[src/hdl/gpio_function_pkg.sv]
// Constants and carrier types for the four-pin general-purpose function multiplexer.
// Assumes a single register clock and an AXI4-Lite master with 12-bit byte addresses.
package gpio_function_pkg;

  // ----------------------------------------------------------------------------
  // Register indices; the byte address is four times the index.
  // ----------------------------------------------------------------------------
  localparam logic [9:0] IDX_PIN_DIRECTION = 10'h06e;
  localparam logic [9:0] IDX_INPUT_SELECT_BIT2 = 10'h06f;
  localparam logic [9:0] IDX_INPUT_SELECT_BIT1 = 10'h070;
  localparam logic [9:0] IDX_INPUT_SELECT_BIT0 = 10'h071;
  localparam logic [9:0] IDX_OUTPUT_SELECT_BIT2 = 10'h072;
  localparam logic [9:0] IDX_OUTPUT_SELECT_BIT1 = 10'h073;
  localparam logic [9:0] IDX_OUTPUT_SELECT_BIT0 = 10'h074;
  localparam logic [9:0] IDX_RESERVED_SLOT = 10'h075;
  localparam logic [9:0] IDX_OUTPUT_VALUE = 10'h076;
  localparam logic [9:0] IDX_INPUT_VALUE = 10'h219;
  localparam int ADDR_WIDTH = 12;
  localparam int PIN_COUNT = 4;
  localparam int CLOCK_OUT_COUNT = 8;

  // ----------------------------------------------------------------------------
  // Reset values and function codes.
  // ----------------------------------------------------------------------------
  localparam logic [3:0] RESET_DIRECTION = 4'h0;
  localparam logic [3:0] RESET_SELECT = 4'h0;
  localparam logic [3:0] RESET_OUTPUT_VALUE = 4'h0;
  localparam logic [2:0] CODE_PLAIN = 3'h0;
  localparam logic [2:0] CODE_FIRST = 3'h1;
  localparam logic [2:0] CODE_SECOND = 3'h2;
  localparam logic [2:0] CODE_REF_SELECT = 3'h5;
  localparam logic [1:0] RESP_OKAY = 2'h0;
  localparam logic [1:0] RESP_SLVERR = 2'h2;

  // Status flags produced by the loop and reference monitor logic.
  typedef struct packed {
    logic [1:0] loss_of_lock;
    logic [1:0] holdover;
    logic [1:0] loss_of_signal;
  } loop_status_t;

  // Pin-driven controls handed to clock outputs and loops.
  typedef struct packed {
    logic [7:0] clock_enable_owned;
    logic [7:0] clock_enable_level;
    logic [1:0] ref_select_owned;
    logic [1:0] ref_select_level;
  } pin_control_t;

endpackage

[src/hdl/gpio_function_mux.sv]
// Four general-purpose pins with per-pin input and output functions, behind an AXI4-Lite slave.
// Assumes status flags arrive from logic on aclk and pin levels arrive asynchronously.
`timescale 1ns/100ps
module gpio_function_mux
  import gpio_function_pkg::*;
(
  input wire logic aclk,
  input wire logic aresetn,
  input wire logic [ADDR_WIDTH-1:0] s_axi_awaddr,
  input wire logic [2:0] s_axi_awprot,
  input wire logic s_axi_awvalid,
  output logic s_axi_awready,
  input wire logic [31:0] s_axi_wdata,
  input wire logic [3:0] s_axi_wstrb,
  input wire logic s_axi_wvalid,
  output logic s_axi_wready,
  output logic [1:0] s_axi_bresp,
  output logic s_axi_bvalid,
  input wire logic s_axi_bready,
  input wire logic [ADDR_WIDTH-1:0] s_axi_araddr,
  input wire logic [2:0] s_axi_arprot,
  input wire logic s_axi_arvalid,
  output logic s_axi_arready,
  output logic [31:0] s_axi_rdata,
  output logic [1:0] s_axi_rresp,
  output logic s_axi_rvalid,
  input wire logic s_axi_rready,
  input wire logic [3:0] gpio_in,
  output logic [3:0] gpio_out,
  output logic [3:0] gpio_oe,
  input wire loop_status_t loop_status,
  output pin_control_t pin_control
);

  // ----------------------------------------------------------------------------
  // Register state.
  // ----------------------------------------------------------------------------
  logic [3:0] pin_direction;
  logic [3:0] input_select_bit2;
  logic [3:0] input_select_bit1;
  logic [3:0] input_select_bit0;
  logic [3:0] output_select_bit2;
  logic [3:0] output_select_bit1;
  logic [3:0] output_select_bit0;
  logic [3:0] output_value;
  logic [3:0] input_value;
  logic [3:0] gpio_meta;
  logic [3:0] gpio_sync;
  logic aw_held;
  logic w_held;
  logic [9:0] aw_index;
  logic [31:0] w_data;
  logic w_lane0;
  logic do_write;
  logic write_hit;
  logic [31:0] next_rdata;
  logic read_hit;
  logic [3:0] next_gpio_out;
  wire logic [3:0] plain_input;
  wire pin_control_t next_pin_control;
  logic [2:0] in_code [PIN_COUNT];
  logic [2:0] out_code [PIN_COUNT];

  // ----------------------------------------------------------------------------
  // Write channel: address and data are taken in either order and joined.
  // ----------------------------------------------------------------------------

  // The write fires once both halves are held and no response is still waiting.
  assign do_write = aw_held && w_held && !s_axi_bvalid;

  // Latch the write address; awready falls as soon as one is held.
  always_ff @(posedge aclk) begin
    if (!aresetn) begin
      aw_held <= 1'b0;
      aw_index <= 10'h000;
      s_axi_awready <= 1'b0;
    end else if (s_axi_awvalid && s_axi_awready) begin
      aw_held <= 1'b1;
      aw_index <= s_axi_awaddr[ADDR_WIDTH-1:2];
      s_axi_awready <= 1'b0;
    end else if (do_write) begin
      aw_held <= 1'b0;
    end else if (!aw_held) begin
      s_axi_awready <= 1'b1;
    end
  end

  // Latch the write data and its low byte lane strobe.
  always_ff @(posedge aclk) begin
    if (!aresetn) begin
      w_held <= 1'b0;
      w_data <= 32'h0000_0000;
      w_lane0 <= 1'b0;
      s_axi_wready <= 1'b0;
    end else if (s_axi_wvalid && s_axi_wready) begin
      w_held <= 1'b1;
      w_data <= s_axi_wdata;
      w_lane0 <= s_axi_wstrb[0];
      s_axi_wready <= 1'b0;
    end else if (do_write) begin
      w_held <= 1'b0;
    end else if (!w_held) begin
      s_axi_wready <= 1'b1;
    end
  end

  // Decode which indices accept a write; the read-only and reserved slots answer okay but store nothing.
  always_comb begin
    unique case (aw_index)
      IDX_PIN_DIRECTION, IDX_INPUT_SELECT_BIT2, IDX_INPUT_SELECT_BIT1, IDX_INPUT_SELECT_BIT0,
      IDX_OUTPUT_SELECT_BIT2, IDX_OUTPUT_SELECT_BIT1, IDX_OUTPUT_SELECT_BIT0, IDX_RESERVED_SLOT,
      IDX_OUTPUT_VALUE, IDX_INPUT_VALUE: write_hit = 1'b1;
      default: write_hit = 1'b0;
    endcase
  end

  // Write response follows the joined write one edge later.
  always_ff @(posedge aclk) begin
    if (!aresetn) begin
      s_axi_bvalid <= 1'b0;
      s_axi_bresp <= RESP_OKAY;
    end else if (do_write) begin
      s_axi_bvalid <= 1'b1;
      s_axi_bresp <= write_hit ? RESP_OKAY : RESP_SLVERR;
    end else if (s_axi_bready) begin
      s_axi_bvalid <= 1'b0;
    end
  end

  // ----------------------------------------------------------------------------
  // Control registers. Only the low four bits are stored; the rest read as zero.
  // ----------------------------------------------------------------------------

  // Direction and select fields reset to input with the plain function.
  always_ff @(posedge aclk) begin
    if (!aresetn) begin
      pin_direction <= RESET_DIRECTION;
      input_select_bit2 <= RESET_SELECT;
      input_select_bit1 <= RESET_SELECT;
      input_select_bit0 <= RESET_SELECT;
      output_select_bit2 <= RESET_SELECT;
      output_select_bit1 <= RESET_SELECT;
      output_select_bit0 <= RESET_SELECT;
      output_value <= RESET_OUTPUT_VALUE;
    end else if (do_write && w_lane0) begin
      unique case (aw_index)
        IDX_PIN_DIRECTION: pin_direction <= w_data[3:0];
        IDX_INPUT_SELECT_BIT2: input_select_bit2 <= w_data[3:0];
        IDX_INPUT_SELECT_BIT1: input_select_bit1 <= w_data[3:0];
        IDX_INPUT_SELECT_BIT0: input_select_bit0 <= w_data[3:0];
        IDX_OUTPUT_SELECT_BIT2: output_select_bit2 <= w_data[3:0];
        IDX_OUTPUT_SELECT_BIT1: output_select_bit1 <= w_data[3:0];
        IDX_OUTPUT_SELECT_BIT0: output_select_bit0 <= w_data[3:0];
        IDX_OUTPUT_VALUE: output_value <= w_data[3:0];
        default: ;
      endcase
    end
  end

  // ----------------------------------------------------------------------------
  // Read channel.
  // ----------------------------------------------------------------------------

  // Reserved upper bits and the reserved slot read as zero, so software gains nothing from them.
  always_comb begin
    next_rdata = 32'h0000_0000;
    read_hit = 1'b1;
    unique case (s_axi_araddr[ADDR_WIDTH-1:2])
      IDX_PIN_DIRECTION: next_rdata[3:0] = pin_direction;
      IDX_INPUT_SELECT_BIT2: next_rdata[3:0] = input_select_bit2;
      IDX_INPUT_SELECT_BIT1: next_rdata[3:0] = input_select_bit1;
      IDX_INPUT_SELECT_BIT0: next_rdata[3:0] = input_select_bit0;
      IDX_OUTPUT_SELECT_BIT2: next_rdata[3:0] = output_select_bit2;
      IDX_OUTPUT_SELECT_BIT1: next_rdata[3:0] = output_select_bit1;
      IDX_OUTPUT_SELECT_BIT0: next_rdata[3:0] = output_select_bit0;
      IDX_RESERVED_SLOT: next_rdata = 32'h0000_0000;
      IDX_OUTPUT_VALUE: next_rdata[3:0] = output_value;
      IDX_INPUT_VALUE: next_rdata[3:0] = input_value;
      default: read_hit = 1'b0;
    endcase
  end

  // One read at a time; the answer stands until rready.
  always_ff @(posedge aclk) begin
    if (!aresetn) begin
      s_axi_arready <= 1'b0;
      s_axi_rvalid <= 1'b0;
      s_axi_rdata <= 32'h0000_0000;
      s_axi_rresp <= RESP_OKAY;
    end else if (s_axi_arvalid && s_axi_arready) begin
      s_axi_arready <= 1'b0;
      s_axi_rvalid <= 1'b1;
      s_axi_rdata <= next_rdata;
      s_axi_rresp <= read_hit ? RESP_OKAY : RESP_SLVERR;
    end else if (s_axi_rvalid && s_axi_rready) begin
      s_axi_rvalid <= 1'b0;
      s_axi_arready <= 1'b1;
    end else if (!s_axi_rvalid) begin
      s_axi_arready <= 1'b1;
    end
  end

  // ----------------------------------------------------------------------------
  // Pin input synchroniser.
  // ----------------------------------------------------------------------------

  // Pins are asynchronous to aclk, so two flops stand before any logic.
  always_ff @(posedge aclk) begin
    if (!aresetn) begin
      gpio_meta <= 4'h0;
      gpio_sync <= 4'h0;
    end else begin
      gpio_meta <= gpio_in;
      gpio_sync <= gpio_meta;
    end
  end

  // ----------------------------------------------------------------------------
  // Per-pin function decode.
  // ----------------------------------------------------------------------------
  for (genvar i = 0; i < PIN_COUNT; i++) begin : g_pin
    assign in_code[i] = {input_select_bit2[i], input_select_bit1[i], input_select_bit0[i]};
    assign out_code[i] = {output_select_bit2[i], output_select_bit1[i], output_select_bit0[i]};

    // A pin reads as a plain input only in input mode with the plain code.
    assign plain_input[i] = !pin_direction[i] && (in_code[i] == CODE_PLAIN);

    // Output functions differ per pin; a reserved code falls back to the software bit.
    always_comb begin
      next_gpio_out[i] = output_value[i];
      if (out_code[i] == CODE_FIRST) begin
        unique case (i)
          0: next_gpio_out[i] = loop_status.loss_of_lock[0];
          1: next_gpio_out[i] = loop_status.holdover[0];
          2: next_gpio_out[i] = loop_status.loss_of_signal[0];
          default: next_gpio_out[i] = loop_status.loss_of_lock[1];
        endcase
      end else if (out_code[i] == CODE_SECOND) begin
        unique case (i)
          0: next_gpio_out[i] = loop_status.loss_of_lock[1];
          1: next_gpio_out[i] = loop_status.holdover[1];
          default: next_gpio_out[i] = loop_status.loss_of_signal[1];
        endcase
      end
    end

    // Clock outputs i and i+4 may take their enable from this pin in input mode.
    assign next_pin_control.clock_enable_owned[i] = !pin_direction[i] && (in_code[i] == CODE_FIRST);
    assign next_pin_control.clock_enable_owned[i+4] = !pin_direction[i] && (in_code[i] == CODE_SECOND);
    assign next_pin_control.clock_enable_level[i] = next_pin_control.clock_enable_owned[i] && gpio_sync[i];
    assign next_pin_control.clock_enable_level[i+4] = next_pin_control.clock_enable_owned[i+4] && gpio_sync[i];
  end

  // Only pins 2 and 3 can act as manual reference selects, for loop 0 and loop 1.
  for (genvar j = 0; j < 2; j++) begin : g_ref
    assign next_pin_control.ref_select_owned[j] = !pin_direction[j+2] && (in_code[j+2] == CODE_REF_SELECT);
    assign next_pin_control.ref_select_level[j] = next_pin_control.ref_select_owned[j] && gpio_sync[j+2];
  end

  // ----------------------------------------------------------------------------
  // Registered outputs.
  // ----------------------------------------------------------------------------

  // Pin drive: output mode enables the driver and selects the output function.
  always_ff @(posedge aclk) begin
    if (!aresetn) begin
      gpio_oe <= 4'h0;
      gpio_out <= 4'h0;
    end else begin
      gpio_oe <= pin_direction;
      gpio_out <= next_gpio_out & pin_direction;
    end
  end

  // Input value register and the controls handed to clock outputs and loops.
  always_ff @(posedge aclk) begin
    if (!aresetn) begin
      input_value <= 4'h0;
      pin_control <= '0;
    end else begin
      input_value <= gpio_sync & plain_input;
      pin_control <= next_pin_control;
    end
  end
endmodule // gpio_function_mux

[config.mk]
export PLATFORM = sky130hd
export DESIGN_NAME = gpio_function_mux
export DESIGN_NICKNAME = d
export VERILOG_FILES = /design/src/hdl/gpio_function_pkg.sv /design/src/hdl/gpio_function_mux.sv
export SDC_FILE = /design/constraint.sdc
export NUM_CORES = 1
export LEC_CHECK = 0
export ABC_CLOCK_PERIOD_IN_PS = 3040
export BUFFER_PORTS_ARGS = -buffer_cell sky130_fd_sc_hd__buf_2
export CORE_MARGIN = 2
export CORE_UTILIZATION = 50
export CTS_CLUSTER_DIAMETER = 100
export DETAILED_ROUTE_END_ITERATION = 6
export PLACE_DENSITY = 0.9
export SLEW_MARGIN = 15
export SYNTH_ARGS = -nofsm -noshare
export SYNTH_HDL_FRONTEND = slang
export SYNTH_SLANG_ARGS = --single-unit
export TNS_END_PERCENT = 1
[constraint.sdc]
create_clock -name aclk -period 3.04 [get_ports aclk]
set_clock_uncertainty 0.1 [all_clocks]
set_input_delay 0.608 -clock aclk [delete_from_list [all_inputs] [get_ports aclk]]
set_output_delay 0.608 -clock aclk [all_outputs]
set_load 0.01 [all_outputs]
==> results.cfg <==
[grt]
grt_pass1_wl_um = 13840
grt_usage_pct = 19.08
antenna_found_initial = 0
grt_max_degree = 37
gr-total-overflow = 0
grt_pass1_vias = 3117

[clocking]
clk_latency_ps = 370
post-cts-setup-buffers = 0
htree_levels = 3
cts.sinks = 100
clock_path_buffers = 2
cts_root_buffer = clkbuf_8
tritoncts.num_buffers = 9
cts_resized = 0
cts_tree = built
cts_hold_buf = 0
cts.clk_slew.worst_paths_ps = 100

[final_layout]
final_nets = 631
multiInputGateArea_um2 = 2041
regArea_um2 = 2002
final_cells = 658
regMostFlops = pin_control
final_core_util_pct = 58.67
layout-drive-gt1-share_pct = 19.71
reg_top3 = pin_control: 20 flops, aw_index: 10 flops
largest_reg_flops = 20
flow.area_growth_from_synthesis_pct = 13.42
fill_cells = 729
final_cell_area_um2 = 4845
antenna-diode-count = 0

[power_and_ir_drop]
peakVddDrop_mv = 0.2278
power.total_mw = 2.459
p_per_area_nw_per_um2 = 507.5
p_leak_nw = 2.083

[yosys]
syn_area_per_cell_um2 = 8.955
ys_seq_elements = 100
synthArstFlopShare_pct = 0
synth_cell_type_count = 52
ys_seq_area_share_pct = 46.87
synth_enable_flop_cells = 0
syn_inst = 477
ys_warn_count = 0
synthFlopType = dfxtp_1
syn_area_um2 = 4272

[timing]
finalHoldViolations = 0
maxSlewViolCount = 0
post-route-period-util_pct = 63.95
fin_hold_ws_ps = 343.7
tightest_slew_ps = 504.3
fin_ws_ps = 1096
finalSetupViolations = 0
rsz0062_at_grt = false
fmax_mhz = 514.4
relSlewSlack_pct = 66.07
finalCriticalPeriod_ps = 1944
finalSetupTns_ps = 0

[floorplanning]
die_y_um = 96.43
chipWidth_um = 96.43
io_pins = 152
die_area_um2 = 9299
start_util_pct = 51.73
coreArea_um2 = 8258
rows = 33

[critical_path]
critPathLaunch = s_axi_bvalid
required_ps = 3190
worst_setup_path_start_kind = register
timing.rr.start = s_axi_bvalid
r2r-end = input_select_bit2[1]
path_max_fanout = 6
r2r_slack_ps = 1100
path_class = register to register
cp_data_arrival_time_ps = 2090
reg2reg_depth = 5
end_kind = register

[hold_path]
worstHoldPathType = register to register
hold_start = gpio_meta[3]
holdPathEnd = gpio_sync[3]
holdPathStages = 1

[placement]
pre_cts_slack_ps = 754.7
gp_congestion = 0.8156
dp_cells = 642
dp.final_hpwl_um = 6539
post_dp_cell_area_um2 = 4612
numPortBuffers = 80

[outcome]
status = finished clean

[route]
drtAntennaViolNets = 0
drc = 0
routed_wl_um = 8832
wl_per_cell_um = 13.42
drt_pre_antenna_iters = 5
vias_per_cell = 5.284
dr_total_vias = 3477
drtIter0Drc = 150

[job]
maxCapViolations = 0
## placed cells by master (no fill, tap or decap), types with 14 or more instances in the layout
cell type  count
dfxtp_1      100
nand3_1       21
nor2_1        35
mux2i_1       34
a21boi_0      19
and2_1        16
nand2_1       82
o21ai_0       14
conb_1        30
buf_2         80
## power breakdown
part,internal (mW),switching (mW),total (mW)
clock network,0.495,0.467,0.962
registers,1.33,0.0214,1.35
logic,0.0544,0.0885,0.143
total,1.88,0.577,2.46
## metal layers
layer  share of wire, %  vias up  GRT usage [%]
li1                   -     1719              -
met5                  0        -              0
met2                 51      130          34.72
met4               0.96        0          6.221
met1                 42     1615          22.21
met3                6.7       13          4.112
## area by class of cell
| class | instances | share of cell area, % |
|---|---|---|
| flip-flops and latches | 100 | 41.32 |
| repair buffers | 82 | 8.574 |
| inverters | 6 | 0.4649 |
| clock buffers | 10 | 2.841 |
| clock inverters | 6 | 1.963 |
| multi-input cells | 349 | 42.12 |
| well taps | 105 | 2.712 |
## Yosys cell counts (2+ instances only)
cell type / count / share of area (%)
a21boi_0: 19 / 3.3
nand2b_1: 10 / 1.5
o21ai_0: 14 / 1.6
nor3_4: 3 / 1.1
and2_1: 16 / 2.3
o21ai_1: 4 / 0.47
or3_1: 4 / 0.59
clkbuf_1: 15 / 1.3
o21a_1: 3 / 0.53
nand3b_1: 3 / 0.53
buf_2: 3 / 0.35
nor4b_1: 7 / 1.4
o221ai_1: 2 / 0.41
dfxtp_1: 100 / 47
nor3b_1: 7 / 1.2
nor3_1: 5 / 0.59
a21oi_1: 10 / 1.2
and3_1: 2 / 0.29
nor2b_1: 3 / 0.44
a221oi_1: 4 / 0.82
nand2_1: 82 / 7.2
nor2_1: 35 / 3.1
buf_1: 2 / 0.18
nand3_1: 21 / 2.5
buf_4: 30 / 5.3
nand4b_1: 2 / 0.41
nor4_1: 5 / 0.73
mux2i_1: 34 / 8.0
inv_1: 6 / 0.53
a21boi_1: 4 / 0.70
## cells by family (layout without fill, tap and decap cells)
kind of cell           after synthesis  in the layout  share of synthesized area [%]
AO/OA/AOI/OAI                       68             68                          10.55
buffers and inverters               57            104                          7.909
flip-flops                         100            100                          46.87
multiplexers                        35             35                          8.231
other                                1             30                        0.08779
AND/OR/NAND/NOR                    216            216                          26.36
## worst max path at each step
stage	slack [ps]	end
floorplan	1010	s_axi_rresp[1]
global placement	790	s_axi_rresp[1]
detailed placement	750	s_axi_rdata[0]
CTS	1110	output_select_bit2[3]
global route	970	output_select_bit2[3]
finish	1100	input_select_bit2[1]
## critical path, cell delays in order (launching register included)
cell and delay [ps]:
dfxtp_1 360, nand4b_1 260, nor2_1 360, or4b_4 550, nand2_1 110, a21boi_1 90
No activity file was read; power rests on OpenSTA's default activity.
